==> config.mk <==
export PLATFORM = sky130hd
export DESIGN_NAME = qdc_ctrl
export DESIGN_NICKNAME = d
export VERILOG_FILES = /design/src/hw/qdc_pkg.sv /design/src/hw/qdc_ctrl.sv /design/src/hw/qdc_sync.sv /design/src/hw/qdc_chan.sv
export SDC_FILE = /design/constraint.sdc
export NUM_CORES = 1
export LEC_CHECK = 0
export ABC_AREA = 1
export BUFFER_PORTS_ARGS = -buffer_cell sky130_fd_sc_hd__buf_4
export CORE_MARGIN = 2
export CORE_UTILIZATION = 45
export DETAILED_ROUTE_END_ITERATION = 10
export GPL_ROUTABILITY_DRIVEN = 0
export PLACE_DENSITY = 0.63
export SLEW_MARGIN = 10
export SYNTH_ARGS = -nofsm -noshare
export SYNTH_HDL_FRONTEND = slang
export SYNTH_HIERARCHICAL = 1
export SYNTH_SLANG_ARGS = --single-unit
==> constraint.sdc <==
create_clock -name clk -period 2.3 [get_ports clk]
set_clock_uncertainty 0.05 [all_clocks]
set_input_delay 0.23 -clock clk [delete_from_list [all_inputs] [get_ports clk]]
set_output_delay 0.23 -clock clk [all_outputs]
set_load 0.1 [all_outputs]
==> src/hw/qdc_pkg.sv <==
// shared constants, frame layout and helpers for the quad converter control
package qdc_pkg;
   localparam int FRAME_BITS = 32;
   localparam int CNT_W = 6;
   localparam logic [5:0] FRAME_LAST = 6'h1f;
   localparam logic [5:0] FRAME_FULL = 6'h20;
   localparam logic [5:0] CNT_ONE = 6'h01;
   localparam int NCH = 4;
   localparam int CODE_W = 16;
   localparam int PIN_W = 5;
   localparam int PIN_SCLK = 0;
   localparam int PIN_FRAME = 1;
   localparam int PIN_DIN = 2;
   localparam int PIN_LOAD = 3;
   localparam int PIN_CLR = 4;
   localparam logic [4:0] PIN_IDLE = 5'h1f;
   localparam int CMD_HI = 27;
   localparam int CMD_LO = 24;
   localparam int ADDR_HI = 23;
   localparam int ADDR_LO = 20;
   localparam int DATA_HI = 19;
   localparam int DATA_LO = 4;
   localparam int PD_HI = 9;
   localparam int PD_LO = 8;
   localparam int SEL_HI = 3;
   localparam int SEL_LO = 0;
   localparam int CHAIN_BIT = 1;
   localparam int VREF_BIT = 0;
   localparam int CLRSEL_HI = 1;
   localparam int CLRSEL_LO = 0;
   localparam logic [3:0] CMD_WR_IN = 4'h0;
   localparam logic [3:0] CMD_UPD_N = 4'h1;
   localparam logic [3:0] CMD_WR_UPD_N = 4'h2;
   localparam logic [3:0] CMD_WR_UPD_ALL = 4'h3;
   localparam logic [3:0] CMD_POWER = 4'h4;
   localparam logic [3:0] CMD_CLR_SEL = 4'h5;
   localparam logic [3:0] CMD_MASK = 4'h6;
   localparam logic [3:0] CMD_CHAIN_REF = 4'h8;
   localparam logic [3:0] ADDR_ALL = 4'hf;
   localparam logic [1:0] PM_NORMAL = 2'h0;
   localparam logic [1:0] PM_1K = 2'h1;
   localparam logic [1:0] PM_100K = 2'h2;
   localparam logic [1:0] PM_TRI = 2'h3;
   localparam logic [1:0] CLR_ZERO = 2'h0;
   localparam logic [1:0] CLR_MID = 2'h1;
   localparam logic [1:0] CLR_FULL = 2'h2;
   localparam logic [1:0] CLR_NOP = 2'h3;
   localparam logic [15:0] CODE_ZERO = 16'h0000;
   localparam logic [15:0] CODE_MID = 16'h8000;
   localparam logic [15:0] CODE_FULL = 16'hffff;
   localparam logic [15:0] RST_CODE = 16'h0000;
   localparam logic [7:0] RST_PM = 8'h00;
   localparam logic [3:0] RST_MASK = 4'h0;
   localparam logic [1:0] RST_CLR_SEL = 2'h0;
   localparam logic RST_FLAG = 1'b0;

   typedef enum logic [1:0] {FR_IDLE, FR_SHIFT, FR_DONE, FR_ABORT} qdc_frame_t;

   function automatic logic [15:0] clear_code(input logic [1:0] sel);
      logic [15:0] c;
      c = CODE_ZERO;
      if (sel == CLR_MID) begin
         c = CODE_MID;
      end else if (sel == CLR_FULL) begin
         c = CODE_FULL;
      end
      return c;
   endfunction

   function automatic logic addr_hit(input logic [3:0] a, input int ch);
      return (a == ADDR_ALL) || (a == 4'(ch));
   endfunction
endpackage

==> src/hw/qdc_ctrl.sv <==
// command decode, frame handling and update control of the quad converter
//
// Behaviour
// a frame is 32 bits under low frame select; act on 32nd falling clock
// frame select rising before the 32nd edge discards the frame entirely
// command 1000: bit 1 sets chain enable, bit 0 internal reference
// power field 00 normal, 01 1k to ground, 10 100k, 11 three-state
// command 0100 applies power mode to channels selected in bits 3..0
// channel returning to normal reloads from input register if load low
// clear pin acts on its falling edge only, not on its level
// clear loads input and converter registers of all channels with clear code
// clear selection in bits 1..0; default gives 0 V
// clear selection 00 zero, 01 midscale, 10 full scale, 11 no operation
// command 0101 loads clear selection from the two low data bits
// clear mode ends on the 32nd edge of the next valid frame
// clear edge during a frame aborts that frame unapplied
// load strobe low: addressed converter register updates on the 32nd edge
// load strobe falling copies input registers into converter registers; the code skips channels whose mask bit is set
// command 0011 writes addressed input then updates all converter registers
// channel with mask bit set updates on new data regardless of strobe
// command 0110 loads the 4-bit mask from bits 3..0; resets to zero
// reset clears chain, reference, mask, clear selection; all channels normal
module qdc_ctrl (
   input wire logic clk,
   input wire logic reset_n,
   input wire logic sclk,
   input wire logic frame_sel_n,
   input wire logic serial_data_in,
   input wire logic load_strobe_n,
   input wire logic async_clear_n,
   output logic [qdc_pkg::NCH*qdc_pkg::CODE_W-1:0] conv_code,
   output logic [2*qdc_pkg::NCH-1:0] power_mode,
   output logic chain_enable,
   output logic vref_on,
   output logic clear_mode,
   output logic serial_data_out
);
   import qdc_pkg::*;

   logic [PIN_W-1:0] pin_raw;
   logic [PIN_W-1:0] pin_s;
   logic [PIN_W-1:0] pin_rise;
   logic [PIN_W-1:0] pin_fall;
   logic sclk_fall;
   logic sclk_rise;
   logic frame_fell;
   logic frame_rose;
   logic din_s;
   logic load_low;
   logic load_fell;
   logic clear_fell;

   qdc_frame_t state_q;
   logic [CNT_W-1:0] cnt_q;
   logic [FRAME_BITS-1:0] shift_q;
   logic [FRAME_BITS-1:0] word;
   logic frame_open;
   logic exec;

   logic [3:0] cmd;
   logic [3:0] addr;
   logic [CODE_W-1:0] data;
   logic [1:0] pd_field;
   logic [3:0] sel_field;
   logic [1:0] clr_field;

   logic chain_q;
   logic vref_q;
   logic [2*NCH-1:0] pm_q;
   logic [NCH-1:0] mask_q;
   logic [1:0] clr_sel_q;
   logic clr_mode_q;
   logic sout_q;

   logic wr_cmd;
   logic [NCH-1:0] wr_en;
   logic [NCH-1:0] upd_en;
   logic [NCH-1:0] pwr_up;
   logic clr_evt;
   logic [CODE_W-1:0] clr_val;

   always_comb begin
      pin_raw = '0;
      pin_raw[PIN_SCLK] = sclk;
      pin_raw[PIN_FRAME] = frame_sel_n;
      pin_raw[PIN_DIN] = serial_data_in;
      pin_raw[PIN_LOAD] = load_strobe_n;
      pin_raw[PIN_CLR] = async_clear_n;
   end

   // every pin is asynchronous to clk, so all pass the same two stages
   qdc_sync u_sync (
      .clk(clk),
      .reset_n(reset_n),
      .pin_async(pin_raw),
      .level_q(pin_s),
      .rise(pin_rise),
      .fall(pin_fall)
   );

   assign sclk_fall = pin_fall[PIN_SCLK];
   assign sclk_rise = pin_rise[PIN_SCLK];
   assign frame_fell = pin_fall[PIN_FRAME];
   assign frame_rose = pin_rise[PIN_FRAME];
   assign din_s = pin_s[PIN_DIN];
   assign load_low = !pin_s[PIN_LOAD];
   assign load_fell = pin_fall[PIN_LOAD];
   // a held-low clear does nothing further; only the edge counts
   assign clear_fell = pin_fall[PIN_CLR];

   // data and clock share one synchroniser delay, so din is aligned to its edge
   assign word = {shift_q[FRAME_BITS-2:0], din_s};
   assign frame_open = (state_q == FR_SHIFT);
   assign exec = frame_open && sclk_fall && (cnt_q == FRAME_LAST) && !clear_fell;

   assign cmd = word[CMD_HI:CMD_LO];
   assign addr = word[ADDR_HI:ADDR_LO];
   assign data = word[DATA_HI:DATA_LO];
   assign pd_field = word[PD_HI:PD_LO];
   assign sel_field = word[SEL_HI:SEL_LO];
   assign clr_field = word[CLRSEL_HI:CLRSEL_LO];

   always_ff @(posedge clk) begin
      if (!reset_n) begin
         state_q <= FR_IDLE;
      end else begin
         case (state_q)
            FR_IDLE: begin
               if (frame_fell) begin
                  state_q <= FR_SHIFT;
               end
            end
            FR_SHIFT: begin
               if (frame_rose) begin
                  state_q <= FR_IDLE;
               end else if (clear_fell) begin
                  state_q <= FR_ABORT;
               end else if (exec) begin
                  state_q <= FR_DONE;
               end
            end
            FR_DONE, FR_ABORT: begin
               if (frame_rose) begin
                  state_q <= FR_IDLE;
               end
            end
            default: begin
               state_q <= FR_IDLE;
            end
         endcase
      end
   end

   // shifting goes on past 32 bits so a chained part sees the overflow
   always_ff @(posedge clk) begin
      if (!reset_n) begin
         cnt_q <= '0;
         shift_q <= '0;
      end else if (state_q == FR_IDLE || frame_rose) begin
         cnt_q <= '0;
         shift_q <= '0;
      end else if (sclk_fall) begin
         shift_q <= word;
         if (cnt_q != FRAME_FULL) begin
            cnt_q <= cnt_q + CNT_ONE;
         end
      end
   end

   // overflow bits leave on the rising clock so they settle for the next falling one
   always_ff @(posedge clk) begin
      if (!reset_n) begin
         sout_q <= RST_FLAG;
      end else if (sclk_rise && state_q != FR_IDLE) begin
         sout_q <= chain_q & shift_q[FRAME_BITS-1];
      end
   end

   always_ff @(posedge clk) begin
      if (!reset_n) begin
         chain_q <= RST_FLAG;
         vref_q <= RST_FLAG;
      end else if (exec && cmd == CMD_CHAIN_REF) begin
         chain_q <= word[CHAIN_BIT];
         vref_q <= word[VREF_BIT];
      end
   end

   // each channel keeps its own two-bit mode; encoding follows the power field
   always_ff @(posedge clk) begin
      if (!reset_n) begin
         pm_q <= RST_PM;
      end else if (exec && cmd == CMD_POWER) begin
         for (int i = 0; i < NCH; i++) begin
            if (sel_field[i]) begin
               pm_q[2*i +: 2] <= pd_field;
            end
         end
      end
   end

   always_ff @(posedge clk) begin
      if (!reset_n) begin
         clr_sel_q <= RST_CLR_SEL;
      end else if (exec && cmd == CMD_CLR_SEL) begin
         clr_sel_q <= clr_field;
      end
   end

   always_ff @(posedge clk) begin
      if (!reset_n) begin
         mask_q <= RST_MASK;
      end else if (exec && cmd == CMD_MASK) begin
         mask_q <= sel_field;
      end
   end

   // exec never shares a cycle with a clear edge, so set and clear cannot collide
   always_ff @(posedge clk) begin
      if (!reset_n) begin
         clr_mode_q <= RST_FLAG;
      end else if (clr_evt) begin
         clr_mode_q <= 1'b1;
      end else if (exec) begin
         clr_mode_q <= 1'b0;
      end
   end

   assign clr_evt = clear_fell && (clr_sel_q != CLR_NOP);
   assign clr_val = clear_code(clr_sel_q);

   always_comb begin
      wr_cmd = exec && (cmd == CMD_WR_IN || cmd == CMD_WR_UPD_N || cmd == CMD_WR_UPD_ALL);
      wr_en = '0;
      upd_en = '0;
      pwr_up = '0;
      for (int i = 0; i < NCH; i++) begin
         wr_en[i] = wr_cmd && addr_hit(addr, i);
         pwr_up[i] = exec && cmd == CMD_POWER && sel_field[i] && pd_field == PM_NORMAL
            && pm_q[2*i +: 2] != PM_NORMAL;
         upd_en[i] = (wr_en[i] && (load_low || mask_q[i]))
            || (exec && cmd == CMD_UPD_N && addr_hit(addr, i))
            || (wr_en[i] && cmd == CMD_WR_UPD_N)
            || (exec && cmd == CMD_WR_UPD_ALL)
            || (load_fell && !mask_q[i])
            || (pwr_up[i] && load_low);
      end
   end

   for (genvar g = 0; g < NCH; g++) begin : g_ch
      qdc_chan u_chan (
         .clk(clk),
         .reset_n(reset_n),
         .wr_en(wr_en[g]),
         .upd_en(upd_en[g]),
         .clr_en(clr_evt),
         .wr_data(data),
         .clr_data(clr_val),
         .conv_q(conv_code[g*CODE_W +: CODE_W])
      );
   end

   assign power_mode = pm_q;
   assign chain_enable = chain_q;
   assign vref_on = vref_q;
   assign clear_mode = clr_mode_q;
   assign serial_data_out = sout_q;

   property p_frame_exec;
      @(posedge clk) disable iff (!reset_n)
      (exec && !frame_rose) |=> (state_q == FR_DONE) && (cnt_q == FRAME_FULL);
   endproperty
   a_frame_exec: assert property (p_frame_exec)
      else $error("frame did not complete on the last clock edge");

   property p_short_frame;
      @(posedge clk) disable iff (!reset_n)
      (frame_open && frame_rose && !exec) |=> (cnt_q == '0) && (state_q == FR_IDLE)
         && $stable(mask_q) && $stable(pm_q);
   endproperty
   a_short_frame: assert property (p_short_frame)
      else $error("short frame was not discarded");

   property p_chain_ref;
      @(posedge clk) disable iff (!reset_n)
      (exec && cmd == CMD_CHAIN_REF) |=> (chain_q == $past(word[CHAIN_BIT]))
         && (vref_q == $past(word[VREF_BIT]));
   endproperty
   a_chain_ref: assert property (p_chain_ref)
      else $error("chain or reference flag not taken from frame");

   property p_power_mode;
      @(posedge clk) disable iff (!reset_n)
      (exec && cmd == CMD_POWER && sel_field[0]) |=> (power_mode[1:0] == $past(pd_field));
   endproperty
   a_power_mode: assert property (p_power_mode)
      else $error("selected channel did not take the power mode");

   property p_clear_load;
      @(posedge clk) disable iff (!reset_n)
      clr_evt |=> (conv_code[CODE_W-1:0] == $past(clr_val))
         && (conv_code[NCH*CODE_W-1 -: CODE_W] == $past(clr_val)) && clear_mode;
   endproperty
   a_clear_load: assert property (p_clear_load)
      else $error("clear did not load the clear code");

   property p_clear_nop;
      @(posedge clk) disable iff (!reset_n)
      (clear_fell && clr_sel_q == CLR_NOP && upd_en == '0) |=> $stable(conv_code);
   endproperty
   a_clear_nop: assert property (p_clear_nop)
      else $error("clear selection 11 changed an output");

   property p_clear_sel;
      @(posedge clk) disable iff (!reset_n)
      (exec && cmd == CMD_CLR_SEL) |=> (clr_sel_q == $past(clr_field));
   endproperty
   a_clear_sel: assert property (p_clear_sel)
      else $error("clear selection not loaded");

   property p_clear_exit;
      @(posedge clk) disable iff (!reset_n)
      (clr_mode_q && exec) |=> !clear_mode;
   endproperty
   a_clear_exit: assert property (p_clear_exit)
      else $error("clear mode kept after a valid frame");

   property p_clear_abort;
      @(posedge clk) disable iff (!reset_n)
      (frame_open && clear_fell && !frame_rose) |=> (!exec) [*8];
   endproperty
   a_clear_abort: assert property (p_clear_abort)
      else $error("frame applied after a clear edge");

   property p_mask_update;
      @(posedge clk) disable iff (!reset_n)
      (wr_en[0] && mask_q[0]) |=> (conv_code[CODE_W-1:0] == $past(data));
   endproperty
   a_mask_update: assert property (p_mask_update)
      else $error("masked channel did not update on new data");

   property p_mask_load;
      @(posedge clk) disable iff (!reset_n)
      (exec && cmd == CMD_MASK) |=> (mask_q == $past(sel_field));
   endproperty
   a_mask_load: assert property (p_mask_load)
      else $error("load mask not taken from frame");
endmodule

==> src/hw/qdc_sync.sv <==
// two-flop pin synchronisers with edge detection on the settled level
module qdc_sync (
   input wire logic clk,
   input wire logic reset_n,
   input wire logic [qdc_pkg::PIN_W-1:0] pin_async,
   output logic [qdc_pkg::PIN_W-1:0] level_q,
   output logic [qdc_pkg::PIN_W-1:0] rise,
   output logic [qdc_pkg::PIN_W-1:0] fall
);
   import qdc_pkg::*;
   logic [PIN_W-1:0] meta_q;
   logic [PIN_W-1:0] last_q;

   // meta_q feeds level_q only; edges come from the settled stages
   always_ff @(posedge clk) begin
      if (!reset_n) begin
         meta_q <= PIN_IDLE;
         level_q <= PIN_IDLE;
         last_q <= PIN_IDLE;
      end else begin
         meta_q <= pin_async;
         level_q <= meta_q;
         last_q <= level_q;
      end
   end

   assign rise = level_q & ~last_q;
   assign fall = ~level_q & last_q;
endmodule

==> src/hw/qdc_chan.sv <==
// one channel: input register and converter register
module qdc_chan (
   input wire logic clk,
   input wire logic reset_n,
   input wire logic wr_en,
   input wire logic upd_en,
   input wire logic clr_en,
   input wire logic [qdc_pkg::CODE_W-1:0] wr_data,
   input wire logic [qdc_pkg::CODE_W-1:0] clr_data,
   output logic [qdc_pkg::CODE_W-1:0] conv_q
);
   import qdc_pkg::*;
   logic [CODE_W-1:0] input_q;

   // clear outranks anything else in the same cycle
   always_ff @(posedge clk) begin
      if (!reset_n) begin
         input_q <= RST_CODE;
      end else if (clr_en) begin
         input_q <= clr_data;
      end else if (wr_en) begin
         input_q <= wr_data;
      end
   end

   // a write and an update together pass the new data straight through
   always_ff @(posedge clk) begin
      if (!reset_n) begin
         conv_q <= RST_CODE;
      end else if (clr_en) begin
         conv_q <= clr_data;
      end else if (upd_en) begin
         conv_q <= wr_en ? wr_data : input_q;
      end
   end
endmodule

==> results of run 1 <==
flip-flops by register name (all words and copies together) (netlist names):
| name | cells |
|---|---|
| chain_enable | 1 |
| clear_mode | 1 |
| clr_sel_q | 2 |
| cnt_q | 6 |
| g_ch.u_chan/conv_q | 64 |
| g_ch.u_chan/input_q | 64 |
| mask_q | 4 |
| power_mode | 8 |
| serial_data_out | 1 |
| shift_q | 32 |
| state_q | 2 |
| u_sync/last_q | 4 |
| u_sync/level_q | 5 |
| u_sync/meta_q | 5 |
| vref_on | 1 |
worst max-delay path, stage by stage (launching register included):
cell and delay (ns):
sky130_fd_sc_hd__dfxtp_1 0.36, sky130_fd_sc_hd__ha_1 0.23, sky130_fd_sc_hd__nand2_4 0.07, sky130_fd_sc_hd__nor2_2 0.18
sky130_fd_sc_hd__nand3_4 0.09, sky130_fd_sc_hd__buf_4 0.17, sky130_fd_sc_hd__nor2_8 0.13, sky130_fd_sc_hd__nand3_1 0.08
sky130_fd_sc_hd__nand3_1 0.11, sky130_fd_sc_hd__inv_1 0.05, sky130_fd_sc_hd__nand2_2 0.08, sky130_fd_sc_hd__buf_12 0.19
sky130_fd_sc_hd__o21ai_0 0.09, sky130_fd_sc_hd__a21oi_1 0.16
placed cells by master, fill, tap and decap left out, types with 3 or more instances in the layout:
cell / n
sky130_fd_sc_hd__or2_0: 28
sky130_fd_sc_hd__inv_2: 12
sky130_fd_sc_hd__nand2_2: 90
sky130_fd_sc_hd__nand4_1: 17
sky130_fd_sc_hd__nor3_1: 3
sky130_fd_sc_hd__dlygate4sd3_1: 5
sky130_fd_sc_hd__nand3_1: 45
sky130_fd_sc_hd__inv_8: 4
sky130_fd_sc_hd__inv_6: 5
sky130_fd_sc_hd__o21ai_0: 69
sky130_fd_sc_hd__clkinv_2: 3
sky130_fd_sc_hd__nand3_2: 40
sky130_fd_sc_hd__ha_1: 4
sky130_fd_sc_hd__inv_1: 73
sky130_fd_sc_hd__clkbuf_16: 18
sky130_fd_sc_hd__a21oi_2: 40
sky130_fd_sc_hd__nor2_1: 128
sky130_fd_sc_hd__nand2_1: 229
sky130_fd_sc_hd__buf_4: 97
sky130_fd_sc_hd__or2_2: 8
sky130_fd_sc_hd__o21ai_1: 4
sky130_fd_sc_hd__buf_12: 9
sky130_fd_sc_hd__dfxtp_1: 200
sky130_fd_sc_hd__or2_1: 28
sky130_fd_sc_hd__a21oi_1: 77
sky130_fd_sc_hd__nor2_2: 7
layout make-up:
type,instances,area (um2)
Inverter,89,364
Multi-Input combinational cell,828,4370
Fill cell,1928,9450
Timing Repair Buffer,113,995
Clock buffer,19,443
Sequential cell,200,4000
Clock inverter,13,143
Tap cell,270,338
stage by stage:
step	power [mW]	setup slack, ns
final	8.21	0.182
after global routing	8.54	0.00225
after CTS	8.29	0.0869
after detailed placement	5.28	0.139
after global placement	5.26	0.207
after floorplan	4.98	0.296
power by group:
part	leakage (nW)	switching (mW)	total, mW	internal (mW)
clock network	0.285	1.36	3.01	1.65
registers	1.63	0.0842	3.71	3.63
logic	2.66	1.13	1.49	0.360
total	4.58	2.58	8.21	5.64
path summary, 6_finish.rpt:
| check | start | to | cells after the start |
|---|---|---|---|
| worst max-delay path | cnt_q[0] | g_ch[1].u_chan/conv_q[1] | 13 |
| worst min-delay path | reset_n | clr_sel_q[0] | 3 |
| worst max register to register | cnt_q[0] | g_ch[1].u_chan/conv_q[1] | 13 |
| worst min register to register | u_sync/meta_q[4] | u_sync/level_q[4] | 2 |
routing by layer:
metal  GRT usage  vias up
li1            -     3897
met1       0.275     3515
met2       0.324      115
met3      0.0366       11
met4      0.0519        0
met5           0        -
what timing repair did:
item,in CTS,in global routing
buffers inserted,0,1
hold buffers,5,0
setup endpoints to repair,0,23
hold endpoints to repair,5,0
resized for setup,0,3
==> key figures, run 1 <==
Clock tree
  – Clock tree from TritonCTS: built
  – Number of levels in the clock H-tree: 4
  – Clk Latency, worst-skew pair: 0.43 ns
  – Total clock buffers created by CTS: 17
  – Longest Clk Path Bufs: 2
  – CTS clock-pin slew for the worst setup and hold paths: 0.07 ns
  – Clk sinks: 200
  – Clock tree root driver cell: sky130_fd_sc_hd__clkbuf_16

Timing
  – Final hold violations: 0
  – Worst-case headroom to the max-slew limit: 0.614
  – Final critical path time including I/O delays and setup: 2.12 ns
  – Setup Viol. Count Final: 0
  – Maximum clock frequency: 472 MHz
  – Transition at the pin with the smallest max-transition slack: 0.578 ns
  – Smallest hold slack: 0.121 ns
  – Slew Limit Fails: 0
  – Crit share post-route: 0.921
  – Sum Neg Setup Slack: 0 ns
  – RSZ-0062 raised after global routing: false

Pwr
  – PwrDens: 771 nW/um2
  – Worst IR Drop VDD: 0.517 mV
  – Leakage dissipation: 4.58 nW

Setup path
  – Kind of capture point of the worst setup path: flip-flop
  – CP arrival: 2.42 ns
  – Reg-to-reg setup timing slack: 0.18 ns
  – Type of element launching the critical path: flip-flop
  – Required time of the critical path: 2.61 ns
  – Category of the critical setup timing path: reg2reg
  – Critical Path Fanout Max: 32

Placed design
  – Number of port buffers: 82
  – Area after detailed placement: 9980 um2
  – Detailed placer's ending HPWL: 14000 um
  – Number of placed instances with taps included: 1493

Cells and area
  – Utilization of the core after routing: 0.530
  – Final instance area: 10700 um2
  – Number of antenna cells inserted: 0
  – Final cell count without fillers: 1532
  – Count of nets after finishing: 1260
  – Syn-to-layout area delta: 16.5%
  – Ratio of cells with drive above 1 in the final layout: 0.275

Route
  – Initial DRC count: 389
  – Number of remaining DRC errors: 0
  – Overall via count from detail_route: 7538
  – Routed Antenna Nets: 0
  – Met2 routed wirelength: 10200 um
  – Total iterations of the first detailed-routing run: 5
  – Total routed wirelength: 21500 um
  – Average detailed-routed wire length per instance: 14.0 um
  – Number of vias per cell: 4.92
  – Uppermost metal layer occupied by signal nets: met4
  – Wire length the detailed router placed on met1: 10500 um
  – Routed wl met3: 677 um

Synth
  – Synthesized netlist cell count: 1176
  – Post-Syn Area per Cell: 7.78 um2
  – Synthesized Nets: 1187
  – Count of warnings emitted by yosys: 6
  – Syn Std Cell Area: 9150 um2

Global route
  – Global-route usage over all layers: 0.200
  – Antenna violations before repair: 0
  – Maximum number of pins on one net before global-route repair: 95
  – GRT overflow: 0
  – First-pass GRT wire length: 34800 um
  – Via count of the first global-routing pass: 6771

Flow run
  – Max-cap check violation count: 0

Floorplan
  – Die width: 147 um
  – Overall die height: 147 um
  – I/O pin count: 83
  – Core footprint: 20100 um2
  – Starting density of the core: 0.455
  – Overall die area: 21500 um2
  – Std cell rows: 52

Status
  – Outcome: finished, final reports clean

Hold path
  – Type of the tightest min-delay check: in2reg
Note: power is estimated with default switching activity, not from simulation.
==> run 2, diff against run 1 <==
--- a/config.mk
+++ b/config.mk
@@ -11,7 +11,6 @@
 export CORE_UTILIZATION = 45
 export DETAILED_ROUTE_END_ITERATION = 10
 export GPL_ROUTABILITY_DRIVEN = 0
-export PLACE_DENSITY = 0.63
 export SLEW_MARGIN = 10
 export SYNTH_ARGS = -nofsm -noshare
 export SYNTH_HDL_FRONTEND = slang
==> key figures, run 2 (same netlist as run 1, synthesis figures left out) <==
Status
  – Outcome: finished, final reports clean

Floorplan
  – Core footprint: 20100 um2 (unchanged)
  – Overall die area: 21500 um2 (unchanged)
  – Die width: 147 um (unchanged)
  – Overall die height: 147 um (unchanged)
  – Starting density of the core: 0.455 (unchanged)
  – Std cell rows: 52 (unchanged)
  – I/O pin count: 83 (unchanged)

Timing
  – Crit share post-route: 0.935 (+0.0144)
  – Final hold violations: 0 (unchanged)
  – Transition at the pin with the smallest max-transition slack: 0.573 ns (-0.00501 ns)
  – Setup Viol. Count Final: 0 (unchanged)
  – Minimum setup slack in the final design: 0.149 ns (-0.0331 ns)
  – Slew Limit Fails: 0 (unchanged)
  – Maximum clock frequency: 465 MHz (-1.5%)
  – Final critical path time including I/O delays and setup: 2.15 ns (+0.0331 ns)
  – Worst-case headroom to the max-slew limit: 0.617 (+0.00334)

Cells and area
  – Area of the multi-input gates: 4390 um2 (+0.52%)
  – Leading cell type in the layout, fill and taps excluded: sky130_fd_sc_hd__nand2_1
  – Number of antenna cells inserted: 0 (unchanged)
  – Storage cell area: 4010 um2 (about the same)
  – Utilization of the core after routing: 0.535 (+0.00492)
  – Fillers: 1939 (+0.57%)
  – Syn-to-layout area delta: 17.5%
  – Ratio of cells with drive above 1 in the final layout: 0.278 (+0.00295)
  – Leading registers by flop count: g_ch.u_chan/conv_q (64), g_ch.u_chan/input_q (64), shift_q (32)
  – Commonest non-fill, non-tap cells in the layout: 229 x sky130_fd_sc_hd__nand2_1, 199 x sky130_fd_sc_hd__dfxtp_1, 128 x sky130_fd_sc_hd__nor2_1
  – Count of nets after finishing: 1261 (+0.079%)

Clock tree
  – Clk sinks: 200 (unchanged)
  – Total clock buffers created by CTS: 17 (unchanged)
  – CTS clock-pin slew for the worst setup and hold paths: 0.07 ns (about the same)
  – Clock tree root driver cell: sky130_fd_sc_hd__clkbuf_16
  – Clock tree from TritonCTS: built
  – Number of levels in the clock H-tree: 4 (unchanged)
  – Clk Latency, worst-skew pair: 0.44 ns (about the same)
  – Longest Clk Path Bufs: 2 (unchanged)

Global route
  – Global-route usage over all layers: 0.200 (about the same)
  – Maximum number of pins on one net before global-route repair: 95 (unchanged)
  – Antenna violations before repair: 0 (unchanged)
  – First-pass GRT wire length: 34700 um (-0.26%)
  – Via count of the first global-routing pass: 6836 (+0.96%)
  – GRT overflow: 0 (unchanged)

Route
  – Number of remaining DRC errors: 0 (unchanged)
  – Routed Antenna Nets: 0 (unchanged)
  – Total routed wirelength: 22000 um (+2.3%)
  – Number of vias per cell: 4.90 (-0.34%)
  – Average detailed-routed wire length per instance: 14.3 um (+2.2%)
  – Total iterations of the first detailed-routing run: 5 (unchanged)
  – Initial DRC count: 359 (-7.7%)
  – Overall via count from detail_route: 7517 (-0.28%)

Placed design
  – DP Worst Slack: 0.0547 ns (-0.0845 ns)
  – Number of port buffers: 82 (unchanged)
  – Detailed placer's ending HPWL: 13900 um (-0.75%)

Pwr
  – Worst IR Drop VDD: 0.542 mV (+4.9%)
  – Leakage dissipation: 4.60 nW (+0.40%)
  – PwrDens: 778 nW/um2 (+0.94%)

Setup path
  – Critical Path Fanout Max: 16 (-50%)
  – Kind of capture point of the worst setup path: flip-flop
  – Type of element launching the critical path: flip-flop
  – Category of the critical setup timing path: reg2reg
  – Required time of the critical path: 2.62 ns (about the same)
  – CP arrival: 2.47 ns (+0.05 ns)

Hold path
  – Type of the tightest min-delay check: in2reg

Flow run
  – Max-cap check violation count: 0 (unchanged)
==> run 2: cell types whose count changed in the layout (fill, tap and decap cells not counted), sizes merged <==
cell,before,now
bufinv,2,3
buf,107,105
clkinv,4,2
clkbuf,20,21
clkinvlp,2,5
==> run 2: area by class of cell <==
type | instances | area share
inverter | 89 | 0.0339
clock buffer | 17 | 0.0396
multi-input combinational | 828 | 0.408
timing repair buffer | 114 | 0.0966
clock inverter | 15 | 0.0178
sequential | 200 | 0.372
tap | 270 | 0.0314
==> run 2: worst max-delay path: stages (launching register included) <==
cell and delay [ns]:
sky130_fd_sc_hd__dfxtp_1 0.39, sky130_fd_sc_hd__ha_4 0.17, sky130_fd_sc_hd__nand2_4 0.06, sky130_fd_sc_hd__nor2_4 0.14
sky130_fd_sc_hd__nand3_4 0.08, sky130_fd_sc_hd__buf_4 0.17, sky130_fd_sc_hd__nor2_8 0.17, sky130_fd_sc_hd__nand3_1 0.12
sky130_fd_sc_hd__nand3_1 0.13, sky130_fd_sc_hd__inv_1 0.08, sky130_fd_sc_hd__nand2_2 0.14, sky130_fd_sc_hd__buf_12 0.16
sky130_fd_sc_hd__o21ai_0 0.08, sky130_fd_sc_hd__a21oi_1 0.14
==> run 2: per-layer routing <==
metal	wire, um	GRT usage	up-vias
li1	-	-	3902
met1	10600	0.273	3450
met2	10200	0.325	144
met3	786	0.0313	21
met4	358	0.0631	0
met5	0	0	-
==> run 2: where the power goes <==
part | leakage [nW] | switching [mW] | internal (mW) | total (mW)
Combinational | 2.68 | 1.15 | 0.374 | 1.52
Sequential | 1.63 | 0.0828 | 3.63 | 3.71
Clock | 0.285 | 1.40 | 1.74 | 3.13
Total | 4.60 | 2.63 | 5.74 | 8.37
==> run 2: path summary, 6_finish.rpt <==
kind | startpoint | to | slack, ns | depth (start not counted)
min reg2reg | u_sync/meta_q[2] | u_sync/level_q[2] | 0.36 | 2
max | cnt_q[1] | g_ch[0].u_chan/conv_q[0] | 0.15 | 13
max reg2reg | cnt_q[1] | g_ch[0].u_chan/conv_q[0] | 0.15 | 13
min | reset_n | mask_q[2] | 0.11 | 3
==> run 2: through the flow <==
step | setup TNS, ns | hold WS (ns) | power (mW) | instance area [um2] | instances
floorplan | 0 | 0.249 | 4.98 | 9150 | 1176
global placement | 0 | 0.333 | 5.27 | 9950 | 1491
detailed placement | 0 | 0.340 | 5.28 | 9950 | 1491
CTS | 0 | 0.116 | 8.40 | 10600 | 1528
global route | -0.0239 | 0.131 | 8.69 | 10800 | 1533
finish | 0 | 0.113 | 8.37 | 10800 | 1533
==> run 2: repair_timing <==
action / in CTS / in global routing
gates resized for setup: 0 / 7
setup buffers: 0 / 1
hold buffers: 5 / 0
setup endpoints to repair: 0 / 65
endpoints found under the hold margin: 5 / 0
==> run 3, diff against run 2 <==
--- a/config.mk
+++ b/config.mk
@@ -6,11 +6,12 @@
 export NUM_CORES = 1
 export LEC_CHECK = 0
 export ABC_AREA = 1
-export BUFFER_PORTS_ARGS = -buffer_cell sky130_fd_sc_hd__buf_4
-export CORE_MARGIN = 2
+export CORE_MARGIN = 4
 export CORE_UTILIZATION = 45
 export DETAILED_ROUTE_END_ITERATION = 10
+export DONT_BUFFER_PORTS = 1
 export GPL_ROUTABILITY_DRIVEN = 0
+export SETUP_SLACK_MARGIN = 0.15
 export SLEW_MARGIN = 10
 export SYNTH_ARGS = -nofsm -noshare
 export SYNTH_HDL_FRONTEND = slang
==> key figures, run 3 (same netlist as run 1, synthesis figures left out) <==
Status
  – Outcome: finished, final reports clean

Pwr
  – Sum of internal, switching and leakage power: 8.55 mW (+2.1%)
  – Leakage dissipation: 4.65 nW (+1.2%)
  – PwrDens: 779 nW/um2 (about the same)
  – Worst IR Drop VDD: 0.524 mV (-3.3%)

Cells and area
  – Fillers: 1861 (-4.0%)
  – Commonest non-fill, non-tap cells in the layout: 229 x sky130_fd_sc_hd__nand2_1, 196 x sky130_fd_sc_hd__dfxtp_1, 125 x sky130_fd_sc_hd__nor2_1
  – Ratio of cells with drive above 1 in the final layout: 0.275 (-0.00332)
  – Storage cell area: 4010 um2 (about the same)
  – Final instance area: 11000 um2 (+2.0%)
  – Leading cell type in the layout, fill and taps excluded: sky130_fd_sc_hd__nand2_1
  – Syn-to-layout area delta: 19.9%
  – Area of the multi-input gates: 4400 um2 (+0.28%)
  – Number of antenna cells inserted: 0 (unchanged)
  – Count of nets after finishing: 1270 (+0.71%)
  – Leading registers by flop count: g_ch.u_chan/conv_q (64), g_ch.u_chan/input_q (64), shift_q (32)

Clock tree
  – Clock tree from TritonCTS: built
  – Clk Latency, worst-skew pair: 0.43 ns (about the same)
  – Clock tree root driver cell: sky130_fd_sc_hd__clkbuf_16
  – Number of levels in the clock H-tree: 4 (unchanged)
  – Longest Clk Path Bufs: 2 (unchanged)
  – Clk sinks: 200 (unchanged)
  – Total clock buffers created by CTS: 17 (unchanged)
  – CTS clock-pin slew for the worst setup and hold paths: 0.07 ns (about the same)

Route
  – Routed Antenna Nets: 0 (unchanged)
  – Total iterations of the first detailed-routing run: 6 (+1)
  – Total routed wirelength: 22900 um (+4.5%)
  – Number of vias per cell: 4.97 (+1.4%)
  – Number of remaining DRC errors: 0 (unchanged)
  – Average detailed-routed wire length per instance: 14.9 um (+4.3%)
  – Overall via count from detail_route: 7636 (+1.6%)
  – Initial DRC count: 393 (+9.5%)

Hold path
  – Min-delay src: reset_n
  – Hold Path Stages: 3 (unchanged)
  – Endpoint of the worst hold path: g_ch[1].u_chan/conv_q[13]
  – Type of the tightest min-delay check: in2reg

Placed design
  – Number of port buffers: 0 (-100%)
  – Detailed placer's ending HPWL: 13900 um (about the same)
  – Area after detailed placement: 9890 um2 (-0.62%)

Setup path
  – Slowest Stage Delay on Critical Path: 0.35 ns (-0.04 ns)
  – Kind of capture point of the worst setup path: flip-flop
  – R2R Path Start: cnt_q[0]
  – R2R Path End: g_ch[1].u_chan/conv_q[14]
  – Critical-path cell list: ha_2, nand2_4, nor2_4, nand3_4, buf_4, nor2_8, nand3_1, nand3_1, inv_1, nand2_4, buf_12, o21ai_0, a21oi_1
  – Critical Path Fanout Max: 8 (-8)
  – Reg-to-reg setup timing slack: 0.24 ns (+0.09 ns)
  – Required time of the critical path: 2.60 ns (-0.02 ns)
  – Master of the slowest instance on the critical path: sky130_fd_sc_hd__dfxtp_2
  – Worst R2R Path Depth: 13 (unchanged)
  – CP arrival: 2.36 ns (-0.11 ns)
  – Category of the critical setup timing path: reg2reg
  – Type of element launching the critical path: flip-flop

Global route
  – First-pass GRT wire length: 36300 um (+4.6%)
  – Antenna violations before repair: 0 (unchanged)
  – Layer with the highest usage: met2
  – GRT overflow: 0 (unchanged)
  – Met3 layer usage reported by global route: 0.0397 (+0.00849)
  – Global-route usage over all layers: 0.201 (+0.00128)
  – Via count of the first global-routing pass: 7052 (+3.2%)
  – Met1 track utilization from global routing: 0.276 (+0.00235)
  – Maximum number of pins on one net before global-route repair: 75 (-21%)
  – Met2 Track Usage GR: 0.323 (-0.00196)

Floorplan
  – Overall die area: 22700 um2 (+5.5%)
  – Overall die height: 151 um (+2.7%)
  – Starting density of the core: 0.464 (+0.00892)
  – I/O pin count: 83 (unchanged)
  – Std cell rows: 51 (-1.9%)
  – Core footprint: 19700 um2 (-1.9%)
  – Die width: 151 um (+2.7%)

Flow run
  – Max-cap check violation count: 0 (unchanged)

Timing
  – Worst-case headroom to the max-slew limit: 0.473 (-0.145)
  – Setup Viol. Count Final: 0 (unchanged)
  – Maximum clock frequency: 485 MHz (+4.3%)
  – Sum Neg Setup Slack: 0 ns (unchanged)
  – Transition at the pin with the smallest max-transition slack: 0.790 ns (+0.217 ns)
  – Final hold violations: 0 (unchanged)
  – Final critical path time including I/O delays and setup: 2.06 ns (-0.0896 ns)
  – Slew Limit Fails: 0 (unchanged)
  – Crit share post-route: 0.896 (-0.0389)
  – RSZ-0062 raised after global routing: true
-- run 3: metrics by stage --
stage / utilization / hold WS, ns / setup WS [ns] / std cells
2_1_floorplan: - / 0.249 / 0.296 / 1176
3_3_place_gp: 0.502 / 0.261 / 0.197 / 1477
3_5_place_dp: 0.502 / 0.269 / 0.126 / 1477
4_1_cts: 0.547 / 0.128 / 0.150 / 1529
5_1_grt: 0.556 / 0.149 / 0.126 / 1536
6_report: 0.556 / 0.106 / 0.239 / 1536
-- run 3: power breakdown --
group          internal [mW]  total (mW)  switching, mW
clock                   1.96        3.28           1.32
combinational          0.399        1.56           1.17
sequential              3.63        3.70         0.0707
total                   5.99        8.55           2.56
-- run 3: layout make-up --
type                       count  area share
clock inverter                11      0.0178
tap                          265      0.0302
sequential                   200       0.365
inverter                      89      0.0341
clock buffer                  20      0.0407
timing repair buffer         123       0.111
multi-input combinational    828       0.401
-- run 3: worst max-delay path, delay by kind of cell (launching register included) --
family / cells / cell delay (ns)
DFF: 1 / 0.35
buffers and inverters: 3 / 0.38
AOI/OAI and AO/OA: 2 / 0.26
adders and majority gates: 1 / 0.20
and+or+nand+nor: 7 / 0.72
-- run 3: how the worst max path moves through the flow --
stage,startpoint,to,depth (start not counted)
2_1_floorplan,power_mode[1],g_ch[0].u_chan/conv_q[2],9
3_3_place_gp,cnt_q[0],g_ch[2].u_chan/conv_q[8],13
3_5_place_dp,cnt_q[0],g_ch[3].u_chan/conv_q[15],13
4_1_cts,cnt_q[0],g_ch[1].u_chan/conv_q[14],13
5_1_grt,u_sync/last_q[0],g_ch[1].u_chan/conv_q[14],14
6_report,cnt_q[0],g_ch[1].u_chan/conv_q[14],13
-- run 3: timing repair --
| item | CTS | global route |
|---|---|---|
| hold buffers | 19 | 0 |
| setup buffers | 1 | 2 |
| pin swaps | 1 | 3 |
| endpoints found under the setup margin | 67 | 133 |
| resized for setup | 4 | 20 |
| hold endpoints to repair | 95 | 0 |
| gates cloned | 1 | 5 |
-- run 3: layer usage --
metal  wire length, um  share of wire
met1             10800           0.47
met2             10800           0.47
met3              1070          0.047
met4               333          0.015
met5                 0              0
